===== config.mk =====
export PLATFORM = sky130hd
export DESIGN_NAME = hbmd_decoder
export DESIGN_NICKNAME = d
export VERILOG_FILES = /design/src/inc/hbmd_pkg.sv /design/src/rtl/hbmd_decoder.sv
export VERILOG_INCLUDE_DIRS = /design/src /design/src/inc
export SDC_FILE = /design/constraint.sdc
export NUM_CORES = 1
export LEC_CHECK = 0
export ABC_AREA = 1
export BUFFER_PORTS_ARGS = -buffer_cell sky130_fd_sc_hd__buf_2
export CAP_MARGIN = 20
export CORE_MARGIN = 2
export CORE_UTILIZATION = 49
export DETAILED_ROUTE_END_ITERATION = 16
export GPL_ROUTABILITY_DRIVEN = 0
export PLACE_DENSITY = 0.82
export SLEW_MARGIN = 10
export SYNTH_ARGS = -nofsm -noshare
export SYNTH_HDL_FRONTEND = slang
export SYNTH_SLANG_ARGS = --single-unit

===== constraint.sdc =====
create_clock -name ref_clk -period 3.25 [get_ports ref_clk]
set_input_delay 0.65 -clock ref_clk [delete_from_list [all_inputs] [get_ports ref_clk]]
set_output_delay 0.65 -clock ref_clk [all_outputs]
set_load 0.005 [all_outputs]

===== src/inc/hbmd_regs.svh =====
// register offsets, field positions, reset values and timing counts of the bridge decoder
`ifndef HBMD_REGS_SVH
`define HBMD_REGS_SVH
`define HBMD_CLK_PERIOD_NS      100
`define HBMD_SETTLE_NS          1000
`define HBMD_SETTLE_CYC         ((`HBMD_SETTLE_NS + `HBMD_CLK_PERIOD_NS - 1) / `HBMD_CLK_PERIOD_NS)
`define HBMD_OFS_CONTROL_ONE    8'h00
`define HBMD_OFS_CONTROL_THREE  8'h04
`define HBMD_OFS_STATUS         8'h08
`define HBMD_MODE_LSB           0
`define HBMD_HIZ_A_BIT          0
`define HBMD_HIZ_B_BIT          1
`define HBMD_ST_MODE_LSB        0
`define HBMD_ST_RUN_BIT         2
`define HBMD_ST_FAULT_LSB       3
`define HBMD_ST_OE_LSB          5
`define HBMD_ST_LVL_LSB         7
`define HBMD_MODE_RESET         2'h1
`define HBMD_HIZ_RESET          2'h0
`define HBMD_STRAP_LOW          2'h0
`define HBMD_STRAP_SUPPLY       2'h1
`define HBMD_STRAP_RESISTOR     2'h2
`define HBMD_PIN_W              8
`endif


===== src/inc/hbmd_pkg.sv =====
// types of the bridge input mode decoder
package hbmd_pkg;
  typedef enum logic [1:0] {
    HBMD_MODE_PHEN = 2'h0,
    HBMD_MODE_PWM  = 2'h1,
    HBMD_MODE_IND  = 2'h2,
    HBMD_MODE_OFF  = 2'h3
  } hbmd_mode_e;
  typedef enum logic [2:0] {
    HBMD_ST_OFF    = 3'h1,
    HBMD_ST_SETTLE = 3'h2,
    HBMD_ST_RUN    = 3'h4
  } hbmd_state_e;
  typedef logic [3:0] hbmd_cnt_t;
endpackage


===== src/rtl/hbmd_decoder.sv =====
// h-bridge input mode decoder with apb register access
`timescale 1ns/1ns
`default_nettype none
`include "hbmd_regs.svh"
module hbmd_decoder #(
  parameter bit SERIAL_VARIANT = 1'b1
) (
  input  wire logic        ref_clk,
  input  wire logic        resetn,
  input  wire logic        psel,
  input  wire logic        penable,
  input  wire logic        pwrite,
  input  wire logic [7:0]  paddr,
  input  wire logic [31:0] pwdata,
  output var  logic [31:0] prdata,
  output logic             pready,
  output logic             pslverr,
  input  wire logic        sleep_low_active,
  input  wire logic        disable_in,
  input  wire logic        input_a_enable,
  input  wire logic        input_b_phase,
  input  wire logic [1:0]  mode_strap_level,
  input  wire logic [1:0]  overcurrent_fault,
  output logic             internal_logic_supply,
  output logic             half_bridge_out_a,
  output logic             half_bridge_out_a_oe,
  output logic             half_bridge_out_b,
  output logic             half_bridge_out_b_oe
);
  import hbmd_pkg::*;

  // pin synchronisers, one generate loop over the bits
  logic [`HBMD_PIN_W-1:0] pin_raw;
  logic [`HBMD_PIN_W-1:0] pin_meta;
  logic [`HBMD_PIN_W-1:0] pin_sync;
  assign pin_raw = {overcurrent_fault, mode_strap_level, input_b_phase,
                    input_a_enable, disable_in, sleep_low_active};
  genvar gi;
  generate
    for (gi = 0; gi < `HBMD_PIN_W; gi++) begin : g_sync
      always_ff @(posedge ref_clk) begin
        if (!resetn) begin
          pin_meta[gi] <= 1'b0;
          pin_sync[gi] <= 1'b0;
        end else begin
          pin_meta[gi] <= pin_raw[gi];
          pin_sync[gi] <= pin_meta[gi];
        end
      end
    end
  endgenerate

  logic       awake;
  logic       dis_s;
  logic       in_a;
  logic       in_b;
  logic [1:0] strap_s;
  logic [1:0] fault_s;
  assign awake   = pin_sync[0];
  assign dis_s   = pin_sync[1];
  assign in_a    = pin_sync[2];
  assign in_b    = pin_sync[3];
  assign strap_s = pin_sync[5:4];
  assign fault_s = pin_sync[7:6];

  // supply and strap latch sequencer
  hbmd_state_e state;
  hbmd_state_e next_state;
  hbmd_cnt_t   settle_cnt;
  hbmd_cnt_t   next_settle_cnt;
  logic        strap_latch;
  localparam hbmd_cnt_t SETTLE_LAST = hbmd_cnt_t'(`HBMD_SETTLE_CYC - 1);

  always_comb begin
    next_state      = state;
    next_settle_cnt = settle_cnt;
    strap_latch     = 1'b0;
    unique case (state)
      HBMD_ST_OFF: begin
        next_settle_cnt = '0;
        if (awake) begin
          next_state = HBMD_ST_SETTLE;
        end
      end
      HBMD_ST_SETTLE: begin
        if (!awake) begin
          next_state = HBMD_ST_OFF;
        end else if (settle_cnt == SETTLE_LAST) begin
          strap_latch = 1'b1;
          next_state  = HBMD_ST_RUN;
        end else begin
          next_settle_cnt = settle_cnt + 1'b1;
        end
      end
      HBMD_ST_RUN: begin
        if (!awake) begin
          next_state = HBMD_ST_OFF;
        end
      end
      default: begin
        next_state = HBMD_ST_OFF;
      end
    endcase
  end

  // supply is up in reset, drops on the first clock after while the synchronised sleep pin reads low, and comes back two clocks later
  always_ff @(posedge ref_clk) begin
    if (!resetn) begin
      state      <= HBMD_ST_SETTLE;
      settle_cnt <= '0;
    end else begin
      state      <= next_state;
      settle_cnt <= next_settle_cnt;
    end
  end
  assign internal_logic_supply = (state != HBMD_ST_OFF);

  // registers and latched mode
  logic [1:0] mode_field;
  logic [1:0] next_mode_field;
  logic [1:0] hiz_bits;
  logic [1:0] next_hiz_bits;
  logic [1:0] active_mode;
  logic [1:0] next_active_mode;
  logic       dis_d;
  logic       dis_fall;
  logic [1:0] strap_mode;
  logic       wr_en;
  logic       setup;
  logic       mapped;

  assign setup    = psel && !penable;
  assign wr_en    = psel && penable && pwrite;
  assign dis_fall = dis_d && !dis_s;
  assign mapped   = (paddr == `HBMD_OFS_CONTROL_ONE) || (paddr == `HBMD_OFS_CONTROL_THREE)
                 || (paddr == `HBMD_OFS_STATUS);

  always_comb begin
    unique case (strap_s)
      `HBMD_STRAP_LOW:      strap_mode = HBMD_MODE_PHEN;
      `HBMD_STRAP_SUPPLY:   strap_mode = HBMD_MODE_PWM;
      `HBMD_STRAP_RESISTOR: strap_mode = HBMD_MODE_IND;
      // no fourth strap level exists; a glitching detector falls back to pwm
      default:              strap_mode = HBMD_MODE_PWM;
    endcase
  end

  always_comb begin
    next_mode_field  = mode_field;
    next_hiz_bits    = hiz_bits;
    next_active_mode = active_mode;
    if (wr_en && paddr == `HBMD_OFS_CONTROL_ONE) begin
      next_mode_field = pwdata[`HBMD_MODE_LSB +: 2];
    end
    if (wr_en && paddr == `HBMD_OFS_CONTROL_THREE) begin
      next_hiz_bits = {pwdata[`HBMD_HIZ_B_BIT], pwdata[`HBMD_HIZ_A_BIT]};
    end
    if (SERIAL_VARIANT) begin
      if (dis_fall) begin
        next_active_mode = mode_field;
      end
    end else if (strap_latch) begin
      next_active_mode = strap_mode;
    end
  end

  always_ff @(posedge ref_clk) begin
    if (!resetn) begin
      mode_field  <= `HBMD_MODE_RESET;
      hiz_bits    <= `HBMD_HIZ_RESET;
      active_mode <= `HBMD_MODE_RESET;
      dis_d       <= 1'b0;
    end else begin
      mode_field  <= next_mode_field;
      hiz_bits    <= next_hiz_bits;
      active_mode <= next_active_mode;
      dis_d       <= dis_s;
    end
  end

  // output decode
  logic [1:0] oe;
  logic [1:0] lvl;
  logic       bridge_on;
  logic [1:0] hiz_eff;
  assign bridge_on = awake && !dis_s && (state == HBMD_ST_RUN);
  assign hiz_eff   = SERIAL_VARIANT ? hiz_bits : 2'h0;

  always_comb begin
    oe  = 2'h0;
    lvl = 2'h0;
    if (bridge_on) begin
      unique case (active_mode)
        HBMD_MODE_PHEN: begin
          oe  = 2'h3;
          lvl = !in_a ? 2'h3 : (in_b ? 2'h1 : 2'h2);
        end
        HBMD_MODE_PWM: begin
          oe  = (in_a || in_b) ? 2'h3 : 2'h0;
          lvl = {in_b, in_a};
        end
        HBMD_MODE_IND: begin
          oe  = ~fault_s & ~hiz_eff;
          lvl = {in_b, in_a};
        end
        HBMD_MODE_OFF: begin
          oe  = 2'h0;
          lvl = 2'h0;
        end
      endcase
      // outside independent mode a fault on either side shuts the whole bridge
      if (active_mode != HBMD_MODE_IND && fault_s != 2'h0) begin
        oe = 2'h0;
      end
    end
  end
  assign half_bridge_out_a    = lvl[0] & oe[0];
  assign half_bridge_out_a_oe = oe[0];
  assign half_bridge_out_b    = lvl[1] & oe[1];
  assign half_bridge_out_b_oe = oe[1];

  // apb read data captured in setup so the access phase finishes with no wait state
  logic [31:0] rd_val;
  logic [31:0] next_prdata;
  always_comb begin
    rd_val = 32'h0000_0000;
    unique case (paddr)
      `HBMD_OFS_CONTROL_ONE:   rd_val[`HBMD_MODE_LSB +: 2] = mode_field;
      `HBMD_OFS_CONTROL_THREE: rd_val[1:0] = {hiz_bits[1], hiz_bits[0]};
      `HBMD_OFS_STATUS: begin
        rd_val[`HBMD_ST_MODE_LSB +: 2]  = active_mode;
        rd_val[`HBMD_ST_RUN_BIT]        = (state == HBMD_ST_RUN);
        rd_val[`HBMD_ST_FAULT_LSB +: 2] = fault_s;
        rd_val[`HBMD_ST_OE_LSB +: 2]    = oe;
        rd_val[`HBMD_ST_LVL_LSB +: 2]   = lvl & oe;
      end
      default: rd_val = 32'h0000_0000;
    endcase
    next_prdata = setup && !pwrite ? rd_val : prdata;
  end
  always_ff @(posedge ref_clk) begin
    if (!resetn) begin
      prdata <= 32'h0000_0000;
    end else begin
      prdata <= next_prdata;
    end
  end
  assign pready  = 1'b1;
  assign pslverr = psel && penable && !mapped;
endmodule // hbmd_decoder
`default_nettype wire


=== Yosys cells after proc, flatten, opt, wreduce, memory -nomap -nowiden ===
Cells that the tools add are included.

* Bits of input ports: 53
* Flip-flop bits (word level): 35

* Add/subtract/negate cells: 1
* Multiplexer cells: 18
* Bitwise gates (word level): 6
* Reductions and logical operators: 25
* Equal/unequal tests: 16

{| class="wikitable"
|+ Operators with widths
! cell !! number
|-
| 2-to-1 mux 2 bit || 6
|-
| 2-to-1 mux 3 bit || 4
|-
| one-hot mux 2 bit (3 select lines) || 2
|-
| logical AND 1 bit || 11
|-
| inequality test 2 bit (second input constant) || 5
|-
| one-hot mux 3 bit (3 select lines) || 1
|-
| equality test 8 x 3 -> 1 bit (second input constant) || 1
|-
| equality test 8 x 4 -> 1 bit (second input constant) || 1
|-
| zero test 8 bit || 1
|-
| 2-to-1 mux 4 bit || 2
|-
| one-hot mux 2 bit (4 select lines) || 1
|-
| one-hot mux 4 bit (2 select lines) || 1
|-
| 2-to-1 mux 7 bit || 1
|-
| AND reduction 3 bit || 2
|-
| adder 4 x 1 -> 4 bit (second input constant) || 1
|-
| AND 2 bit || 2
|-
| equality test 2 bit (second input constant) || 2
|-
| equality test 4 bit (second input constant) || 1
|-
| zero test 1 bit || 4
|-
| inverter 2 bit || 2
|-
| nonzero test 2 bit || 2
|-
| equality test 3 x 1 -> 1 bit (second input constant) || 1
|-
| equality test 3 x 2 -> 1 bit (second input constant) || 1
|-
| equality test 3 bit (second input constant) || 1
|-
| other kinds (7) || 10
|}

=== Depth between registers and ports, before layout ===
Gate-level depths: netlist of run 1.

* Word-level depth: 7
* Depth in mapped cells: 9
* Depth with buffers taken out: 9

=== Worst setup path after synthesis of run 1 ===
No wires, ideal clock.

* Path kind: input to output
* Start point: input port paddr[7]
* End point: output port pslverr
* Path slack: 1,405 ps
* Arrival time: 1,195 ps
* Cell stages on the path: 6
* Cells stage by stage: nor2_1 nand2_1 nor2_2 nor2_1 nand4_1 inv_1

* Word-level cells in the longest chain between the ends: 5

{| class="wikitable"
|+ RTL lines
! item !! line !! text
|-
| start: declaration || hbmd_decoder.sv:13 || <nowiki>input wire logic [7:0] paddr,</nowiki>
|-
| equality test 8 x 3 -> 1 bit / zero test 8 bit (equally long branches) || - ||
|-
| logical OR 1 bit || hbmd_decoder.sv:135 || <nowiki>assign mapped = (paddr == `HBMD_OFS_CONTROL_ONE) || (paddr == `HBMD_OFS_CONTROL_THREE)</nowiki>
|-
| logical OR 1 bit * || hbmd_decoder.sv:135 ||
|-
| zero test 1 bit * || hbmd_decoder.sv:249 || <nowiki>assign pslverr = psel && penable && !mapped;</nowiki>
|-
| logical AND 1 bit * || hbmd_decoder.sv:249 ||
|-
| end: declaration || hbmd_decoder.sv:17 || <nowiki>output logic pslverr,</nowiki>
|}

Every way passes the cells marked *; elsewhere a longest branch is shown, timed or not.

=== Worst setup path after layout of run 1 ===
* Start point: register active_mode[0]
* End point: output port half_bridge_out_b

* Word-level cells in the longest chain between the ends: 5

{| class="wikitable"
|+ RTL lines
! item !! line !! text
|-
| start: declaration || hbmd_decoder.sv:123 || <nowiki>logic [1:0] active_mode;</nowiki>
|-
| start signal: assignment || hbmd_decoder.sv:171 || <nowiki>active_mode <= `HBMD_MODE_RESET;</nowiki>
|-
| start signal: assignment || hbmd_decoder.sv:176 || <nowiki>active_mode <= next_active_mode;</nowiki>
|-
| equality test 2 bit, or another cell as far along || hbmd_decoder.sv:193 || <nowiki>unique case (active_mode)</nowiki>
|-
| one-hot mux 2 bit (4 select lines), or another cell as far along || hbmd_decoder.sv:193 ||
|-
| 2-to-1 mux 2 bit / one-hot mux 2 bit (3 select lines) (equally long branches) || hbmd_decoder.sv:212, hbmd_decoder.sv:193 ||
|-
| 2-to-1 mux 2 bit || hbmd_decoder.sv:192 || <nowiki>if (bridge_on) begin</nowiki>
|-
| AND 1 bit * || hbmd_decoder.sv:219 || <nowiki>assign half_bridge_out_b = lvl[1] & oe[1];</nowiki>
|-
| end: declaration || hbmd_decoder.sv:27 || <nowiki>output logic half_bridge_out_b,</nowiki>
|}

Marked as above.

==> flow_metrics.env, run 1 <==
export IMPL_drv_slew=0
export IMPL_arrival_ns=1.60
export IMPL_placed_cell_area_um2=1940
export IMPL_ff_latch_area_um2=701
export IMPL_row_count=22
export IMPL_yosysMostFrequentCell="nand2_1"
export IMPL_min_path_type="register to register"
export IMPL_htreeDepth=2
export IMPL_path_buf_inv=2
export IMPL_wire_per_inst_um=8.54
export IMPL_max_freq_mhz=444
export IMPL_drc=0
export IMPL_hold_violations=0
export IMPL_clock_path_buffers=2
export IMPL_start_kind="register"
export IMPL_routed_wl_mm=2.89
export IMPL_crit_cells=8
export IMPL_syn_inst=253
export IMPL_post_cts_buffers=0
export IMPL_die_h_um=64.9
export IMPL_stdcell_count=338
export IMPL_cts_tree="built"
export IMPL_period_share_pct=69.3
export IMPL_fill_cells=360
export IMPL_cts_hold_buffers=0
export IMPL_drv_cap=0
export IMPL_synth_edf_count=0
export IMPL_design_area_um2=2030
export IMPL_start_util_pct=50.4
export IMPL_cp_common_cell="nand2_1"
export IMPL_grt_pass1_wl_mm=5.06
export IMPL_slowest_delay_ns=0.35
export IMPL_synth_commonest_cells="nand2_1 (55), inv_1 (36), dfxtp_1 (35)"
export IMPL_grt_pass1_vias=1269
export IMPL_n_antenna_cell=0
export IMPL_cp_top_family="simple AND/OR/NAND/NOR gates"
export IMPL_setup_tns_ns=0
export IMPL_rsz0062_at_grt="no"
export IMPL_synthTopCellsByArea="dfxtp_1 (39%), nand2_1 (11%), buf_4 (9.9%)"
export IMPL_cp_end_kind="output port"
export IMPL_crit_path_start="active_mode[0]"
export IMPL_cts_sinks=35
export IMPL_fin_nets=348
export IMPL_drt_iter0_markers=29
export IMPL_cp_slowest_cell="dfxtp_1"
export IMPL_skew_ns=0.00863
export IMPL_multi_input_area_um2=837
export IMPL_outcome="finished, final reports clean"
export IMPL_synthArstFlopShare_pct=0
export IMPL_detail_route_antenna_nets=0
export IMPL_yosysTopAreaCellShare_pct=38.6
export IMPL_reg2reg_to="prdata[8]"
export IMPL_syn_cell_area_um2=1820
export IMPL_drtPass1Iterations=4
export IMPL_placedCellCount=330
export IMPL_avgSynthCellArea_um2=7.18
export IMPL_fin_crit_ns=2.25
export IMPL_ys_ff_latch=35
export IMPL_clkLatencyLatePin_ns=0.29
export IMPL_port_buffers=35
export IMPL_yosys_most_used_dff="dfxtp_1"
export IMPL_vias_per_cell=4.42
export IMPL_grt_max_degree=21
export IMPL_antenna_found_initial=0
export IMPL_gr_total_overflow=0
export IMPL_fin_total_pwr_uw=846
export IMPL_peakVddDrop_mv=0.279
export IMPL_rr_worst_depth=8
export IMPL_r2r_slack_ns=1.85
export IMPL_yosys_warnings=0
export IMPL_path_cells="inv_1 > ha_1 > o21bai_1 > nand2_1 > nor2_2 > nand2_1 > nor2_1 > buf_2"
export IMPL_post_cts_resized=0
export IMPL_layout_drive_gt1_share_pct=21.4
export IMPL_ios=92
export IMPL_synth_area_leader_cell="dfxtp_1"
export IMPL_core_um2=3610
export IMPL_syn2layout_area_growth_pct=11.8
export IMPL_worst_setup_path_type="register to output port"
export IMPL_grt_usage_pct=15.3
export IMPL_vias=1494
export IMPL_setup_viol=0
export IMPL_clk_pin_slew_worst_paths_ns=0.07
export IMPL_r2r_start="active_mode[0]"
export IMPL_root_buffer="clkbuf_8"
export IMPL_hpwlAfterDp_mm=2.30
export IMPL_p_leak_nw=1.09
export IMPL_synth_cell_types=30
export IMPL_synth_seq_area_share_pct=38.6
export IMPL_cp_endpoint="half_bridge_out_b"
export IMPL_chipWidth_um=64.9
export IMPL_worstPathMaxFanout=4
export IMPL_crit_required_ns=2.60
export IMPL_p_per_area_nw_per_um2=417
export IMPL_dieArea_um2=4210
export IMPL_worst_hold_slack_ns=0.412
export IMPL_numCtsBuffers=5
layout make-up:
| cell class | count | area share, % |
|---|---|---|
| inverter | 44 | 8.13 |
| multi-input combinational | 168 | 41.2 |
| clock buffer | 5 | 3.39 |
| tap | 48 | 2.96 |
| timing repair buffer | 35 | 8.63 |
| clock inverter | 3 | 1.17 |
| sequential | 35 | 34.5 |
worst register-to-register path, cell delays in order, from the launching register on:
cell and delay, ns:
dfxtp_1 0.40, inv_1 0.10, ha_1 0.31, nand2_1 0.07, inv_1 0.04, o21ai_1 0.14
inv_1 0.06, nand4_1 0.09, a21oi_1 0.07
cell usage in the layout, fill, tap and decap left out, types with 2 or more instances in the layout:
master and instances:
a21oi_1 18, buf_2 35, clkbuf_8 5, clkinvlp_4 2, conb_1 24, dfxtp_1 35
ha_1 6, inv_1 36, inv_2 7, nand2_1 55, nand3_1 20, nand3_2 3
nand4_1 3, nor2_1 17, nor2_2 4, nor3_1 2, o21ai_1 5
how the worst min path moves through the flow:
stage,slack (ns),cells past startpoint,endpoint,startpoint
floorplan,0.39,2,awake,pin_meta[0]
detailed placement,0.40,2,dis_s,pin_meta[1]
finish,0.41,2,dis_s,pin_meta[1]
CTS,0.41,2,dis_s,pin_meta[1]
global placement,0.39,2,fault_s[1],pin_meta[7]
global route,0.43,2,dis_s,pin_meta[1]
logic make-up (layout without fill, tap and decap cells):
group                    after synthesis  in the layout  synth area share (%)
AO/OA/AOI/OAI                         27             27                  7.78
AND/OR/NAND/NOR                      111            111                  29.2
adder cells (fa/ha/maj)                6              6                  4.13
flip-flops                            35             35                  38.6
buffers and inverters                 72             87                  19.9
other                                  2             24                 0.413
report_power, final:
part,internal (mW),total (mW),switching (mW)
combinational,0.0299,0.0835,0.0537
clock,0.153,0.311,0.159
sequential,0.442,0.451,0.00934
flip-flops by register name, summed over array words and instances (netlist names):
register     flops
prdata           9
pin_meta         6
settle_cnt       4
state            3
active_mode      2
fault_s          2
hiz_bits         2
mode_field       2
awake            1
dis_d            1
dis_s            1
in_a             1
in_b             1
per-layer routing:
metal  track usage (%)  part of all wire (%)  up-vias
met4              6.12                  0.80        0
met1              18.1                    44      641
met3              5.21                   6.7        2
li1                  -                     -      802
met5                 0                     0        -
met2              25.4                    49       49
per-stage QoR:
step | worst slack, ns | utilization, %
after floorplan | 1.40 | -
after global placement | 1.12 | 53.7
after detailed placement | 1.14 | 53.7
after CTS | 0.974 | 56.3
after global routing | 0.863 | 56.3
final | 0.997 | 56.3
Power figures use the tool's default switching activity.
==> inputs of run 2 (changes only) <==
--- a/config.mk
+++ b/config.mk
@@ -10,10 +10,10 @@
 export BUFFER_PORTS_ARGS = -buffer_cell sky130_fd_sc_hd__buf_2
 export CAP_MARGIN = 20
 export CORE_MARGIN = 2
-export CORE_UTILIZATION = 49
+export CORE_UTILIZATION = 45
 export DETAILED_ROUTE_END_ITERATION = 16
 export GPL_ROUTABILITY_DRIVEN = 0
-export PLACE_DENSITY = 0.82
+export PLACE_DENSITY = 0.76
 export SLEW_MARGIN = 10
 export SYNTH_ARGS = -nofsm -noshare
 export SYNTH_HDL_FRONTEND = slang
==> constraint.sdc (replaced) <==
create_clock -name ref_clk -period 2.2 [get_ports ref_clk]
set_input_delay 0.44 -clock ref_clk [delete_from_list [all_inputs] [get_ports ref_clk]]
set_output_delay 0.44 -clock ref_clk [all_outputs]
set_load 0.005 [all_outputs]
==> run 2 against run 1 <==
First-iteration DRC count increased by 69%; flip-flop and latch count unchanged; utilization decreased by 4.4 points; cell count increased by 0.59%; wire length increased by 2.5%; combinational power increased by 50%; sequential power increased by 48%; critical endpoint is now half_bridge_out_a.
==> flow_metrics.env, run 2 (synthesis gave the netlist of run 1 again) <==
export IMPL_outcome="finished, final reports clean"
export IMPL_port_buffers=35
export IMPL_pre_cts_ws_ns=0.417
export IMPL_worst_setup_path_type="register to output port"
export IMPL_r2r_slack_ns=0.82
export IMPL_cp_common_cell="nand2_1"
export IMPL_fin_crit_ns=2.04
export IMPL_vias_per_cell=4.34
export IMPL_slowest_delay_ns=0.35
export IMPL_post_cts_buffers=0
export IMPL_rsz0062_at_grt="no"
export IMPL_top_regs="prdata: 9 flops, pin_meta: 6 flops, settle_cnt: 4 flops"
export IMPL_root_buffer="clkbuf_8"
export IMPL_final_common_cell="nand2_1"
export IMPL_setup_tns_ns=0
export IMPL_numCtsBuffers=5
export IMPL_p_leak_nw=1.10
export IMPL_worstHoldStart="input_b_phase"
export IMPL_setup_ws_ns=0.158
export IMPL_setup_viol=0
export IMPL_dieArea_um2=4560
export IMPL_cts_sinks=35
export IMPL_fill_cells=405
export IMPL_crit_path_start="active_mode[0]"
export IMPL_hpwlAfterDp_mm=2.34
export IMPL_max_freq_mhz=490
export IMPL_drt_iter0_markers=49
export IMPL_syn2layout_area_growth_pct=12.6
export IMPL_hold_violations=0
export IMPL_drv_cap=0
export IMPL_r2r_start="active_mode[0]"
export IMPL_cts_hold_buffers=0
export IMPL_clock_path_buffers=2
export IMPL_cp_end_kind="output port"
export IMPL_grt_max_degree=21
export IMPL_drc=0
export IMPL_fin_total_pwr_mw=1.28
export IMPL_grt_pass1_vias=1222
export IMPL_grt_pass1_wl_mm=4.89
export IMPL_clk_pin_slew_worst_paths_ns=0.06
export IMPL_path_cells="inv_2 > ha_1 > o21bai_1 > nand2_1 > nor2_4 > nand2_1 > nor2_1 > buf_2"
export IMPL_skew_ns=0.00670
export IMPL_detail_route_antenna_nets=0
export IMPL_layout_drive_gt1_share_pct=21.4
export IMPL_antenna_found_initial=0
export IMPL_crit_required_ns=1.76
export IMPL_gr_total_overflow=0
export IMPL_routed_wl_mm=2.96
export IMPL_final_util_pct=51.9
export IMPL_peakVddDrop_mv=0.337
export IMPL_ios=92
export IMPL_cp_slowest_cell="dfxtp_1"
export IMPL_min_path_type="input port to register"
export IMPL_p_per_area_nw_per_um2=627
export IMPL_largest_reg_flops=9
export IMPL_cts_tree="built"
export IMPL_worstPathMaxFanout=4
export IMPL_core_um2=3940
export IMPL_cp_top_family="simple AND/OR/NAND/NOR gates"
export IMPL_row_count=23
export IMPL_arrival_ns=1.60
export IMPL_start_kind="register"
export IMPL_grt_usage_pct=14.2
export IMPL_wire_per_inst_um=8.70
export IMPL_path_buf_inv=2
export IMPL_die_h_um=67.5
export IMPL_largest_register="prdata"
export IMPL_start_util_pct=46.1
export IMPL_n_antenna_cell=0
export IMPL_period_share_pct=92.8
export IMPL_htreeDepth=2
export IMPL_clkLatencyLatePin_ns=0.28
export IMPL_vias=1476
export IMPL_final_cell_mix="nand2_1 (55), inv_1 (35), dfxtp_1 (35), buf_2 (35), conb_1 (24)"
export IMPL_chipWidth_um=67.5
export IMPL_fin_nets=348
export IMPL_drv_slew=0
export IMPL_drtPass1Iterations=4
-- run 2: routing by layer --
| metal | GRT usage, % | part of all wire (%) |
|---|---|---|
| met2 | 24.0 | 47 |
| met3 | 3.00 | 6.3 |
| met4 | 7.65 | 2.1 |
| met1 | 16.5 | 44 |
| met5 | 0 | 0 |
-- run 2: what timing repair did --
| action | in CTS | in global routing |
|---|---|---|
| endpoints found under the setup margin | 0 | 1 |
| gates resized for setup | 0 | 2 |
| hold endpoints to repair | 0 | 0 |
-- run 2: area by class of cell --
| cell class | count | area, µm² | area share (%) |
|---|---|---|---|
| repair buffers | 35 | 175 | 8.56 |
| clock buffers | 8 | 100 | 4.89 |
| inverters | 44 | 165 | 8.07 |
| multi-input cells | 168 | 842 | 41.2 |
| flip-flops and latches | 35 | 701 | 34.3 |
| well taps | 50 | 62.6 | 3.06 |
-- run 2: report_power, final --
part	total (mW)	switching (mW)	internal, mW
combinational	0.125	0.0805	0.0443
sequential	0.667	0.0137	0.653
clock	0.492	0.206	0.285
total	1.28	0.301	0.983
-- run 2: metrics by stage --
step	instance area [µm²]	hold slack, ns	std cells
2_1_floorplan	1900	0.390	275
3_3_place_gp	1940	0.395	332
3_5_place_dp	1940	0.395	332
4_1_cts	2040	0.332	340
5_1_grt	2050	0.334	340
6_report	2050	0.339	340
-- run 2: final timing paths --
kind	end	cells after the start
min	pin_meta[3]	3
min reg2reg	awake	2
max reg2reg	prdata[5]	9
max	half_bridge_out_a	8
-- run 2: tightest hold or removal path, cell delays in order --
cell and delay [ns]:
buf_2 0.07, nand2_1 0.04, inv_1 0.04
==> inputs of run 3 (changes only) <==
--- a/config.mk
+++ b/config.mk
@@ -14,6 +14,7 @@
 export DETAILED_ROUTE_END_ITERATION = 16
 export GPL_ROUTABILITY_DRIVEN = 0
 export PLACE_DENSITY = 0.76
+export RECOVER_POWER = 25
 export SLEW_MARGIN = 10
 export SYNTH_ARGS = -nofsm -noshare
 export SYNTH_HDL_FRONTEND = slang
==> run 3 against run 2 <==
Clock-buffer cell count unchanged; final area about the same; wire length increased by 0.17%; global-route usage unchanged; worst hold slack got worse by 0.0014 ns; first-iteration DRC count decreased by 2.0%; largest power group unchanged.
==> flow_metrics.env, run 3 (synthesis gave the netlist of run 1 again) <==
export IMPL_vias=1473
export IMPL_largest_register="prdata"
export IMPL_cts_tree="built"
export IMPL_p_leak_nw=1.10
export IMPL_final_cell_mix="nand2_1 (55), inv_1 (35), dfxtp_1 (35)"
export IMPL_peakVddDrop_mv=0.337
export IMPL_setup_viol=0
export IMPL_switchingPower_uw=302
export IMPL_crit_required_ns=1.76
export IMPL_cp_end_kind="output port"
export IMPL_r2r_start="active_mode[0]"
export IMPL_syn2layout_area_growth_pct=12.5
export IMPL_vias_per_cell=4.33
export IMPL_relSlewSlack_pct=46.8
export IMPL_fin_nets=348
export IMPL_min_path_type="input port to register"
export IMPL_routedLengthMet1_mm=1.32
export IMPL_outcome="finished, final reports clean"
export IMPL_wire_per_inst_um=8.71
export IMPL_arrival_ns=1.60
export IMPL_clock_path_buffers=2
export IMPL_antenna_found_initial=0
export IMPL_min_to="pin_meta[3]"
export IMPL_setup_ws_ns=0.157
export IMPL_port_buffers=35
export IMPL_start_util_pct=46.1
export IMPL_grt_usage_pct=14.2
export IMPL_setup_tns_ns=0
export IMPL_root_buffer="clkbuf_8"
export IMPL_grt_max_degree=21
export IMPL_dieArea_um2=4560
export IMPL_clk_pin_slew_worst_paths_ns=0.06
export IMPL_fin_total_pwr_mw=1.28
export IMPL_core_um2=3940
export IMPL_worstPathMaxFanout=4
export IMPL_period_share_pct=92.9
export IMPL_cp_slowest_cell="dfxtp_1"
export IMPL_layout_drive_gt1_share_pct=21.0
export IMPL_met2WireLength_mm=1.42
export IMPL_htreeDepth=2
export IMPL_power_share_clock_pct=38.4
export IMPL_highest_layer="met4"
export IMPL_grt_pass1_wl_mm=4.89
export IMPL_rsz0062_at_grt="no"
export IMPL_grt_pass1_vias=1222
export IMPL_combPwrFrac_pct=9.7
export IMPL_p_per_area_nw_per_um2=628
export IMPL_start_kind="register"
export IMPL_rr_worst_depth=9
export IMPL_drt_iter0_markers=48
export IMPL_largest_reg_flops=9
export IMPL_path_cells="inv_2 > ha_1 > o21bai_1 > nand2_1 > nor2_4 > nand2_1 > nor2_1 > buf_2"
export IMPL_row_count=23
export IMPL_chipWidth_um=67.5
export IMPL_hold_violations=0
export IMPL_drv_slew=0
export IMPL_detail_route_antenna_nets=0
export IMPL_hpwlAfterDp_mm=2.34
export IMPL_numCtsBuffers=5
export IMPL_hold_path_depth=3
export IMPL_top_regs="prdata: 9 flops, pin_meta: 6 flops, settle_cnt: 4 flops"
export IMPL_fin_crit_ns=2.04
export IMPL_worstHoldStart="input_b_phase"
export IMPL_cts_sinks=35
export IMPL_power_frac_seq_pct=51.9
export IMPL_ios=92
export IMPL_gr_total_overflow=0
export IMPL_drtPass1Iterations=4
export IMPL_routed_wl_mm=2.96
export IMPL_skew_ns=0.00629
export IMPL_max_freq_mhz=490
export IMPL_cp_common_cell="nand2_1"
export IMPL_reg2reg_to="prdata[5]"
export IMPL_pre_cts_ws_ns=0.417
export IMPL_max_slew_worst_pin_slew_ns=0.797
export IMPL_drc=0
export IMPL_slowest_delay_ns=0.35
export IMPL_die_h_um=67.5
export IMPL_worst_setup_path_type="register to output port"
export IMPL_route_met3_wl_um=164
export IMPL_p_sw_share_pct=23.5
export IMPL_final_common_cell="nand2_1"
export IMPL_drv_cap=0
export IMPL_r2r_slack_ns=0.82
export IMPL_clkLatencyLatePin_ns=0.28
export IMPL_p_int_uw=983
export IMPL_n_antenna_cell=0
## run 3: changes by cell type in the layout (fill, tap and decap cells not counted)
cell      delta
clkbuf_1     +1
buf_2        -1
## run 3: cell type report
class,count,area (µm²)
fillers,404,1900
multi-input cells,168,842
flip-flops and latches,35,701
repair buffers,35,174
inverters,44,165
clock buffers,8,100
well taps,50,62.6
## run 3: what timing repair did
item / in CTS / in global routing
endpoints found under the setup margin: 0 / 1
gates resized for setup: 0 / 2
setup buffers: 0 / 0
hold endpoints to repair: 0 / 0
hold buffers: 0 / 0
## run 3: worst max-delay path by stage
stage | cells past startpoint | slack, ns | start | endpoint
2_1_floorplan | 7 | 0.69 | active_mode[0] | half_bridge_out_a
3_3_place_gp | 8 | 0.47 | active_mode[0] | half_bridge_out_a
3_5_place_dp | 8 | 0.42 | active_mode[0] | half_bridge_out_a
4_1_cts | 8 | 0.10 | active_mode[0] | half_bridge_out_a
5_1_grt | 8 | 0.02 | active_mode[0] | half_bridge_out_a
6_report | 8 | 0.16 | active_mode[0] | half_bridge_out_a
## run 3: power groups by stage
stage / clock network, mW / logic (mW) / registers [mW]
CTS: 0.508 / 0.125 / 0.667
global placement: 0 / 0.120 / 0.680
finish: 0.493 / 0.125 / 0.667
floorplan: 0 / 0.119 / 0.678
global route: 0.528 / 0.147 / 0.669
detailed placement: 0 / 0.124 / 0.681
## run 3: metal layers
layer	up-vias	track usage [%]
li1	804	-
met1	625	16.5
met2	40	24.0
met3	4	3.00
met4	0	7.65
met5	-	0
## run 3: per-stage QoR
step	utilization, %	hold WS [ns]	cells	area (µm²)
floorplan	-	0.390	275	1900
global placement	49.2	0.395	332	1940
detailed placement	49.2	0.395	332	1940
CTS	51.8	0.332	340	2040
global route	51.9	0.334	340	2040
finish	51.9	0.338	340	2040
## run 3: critical path: cells and delay by family, from the launching register on
family	cells	cell delay, ns
fa+ha+maj	1	0.18
flops	1	0.35
compound gates	1	0.12
buf+inv	2	0.22
simple gates	4	0.45
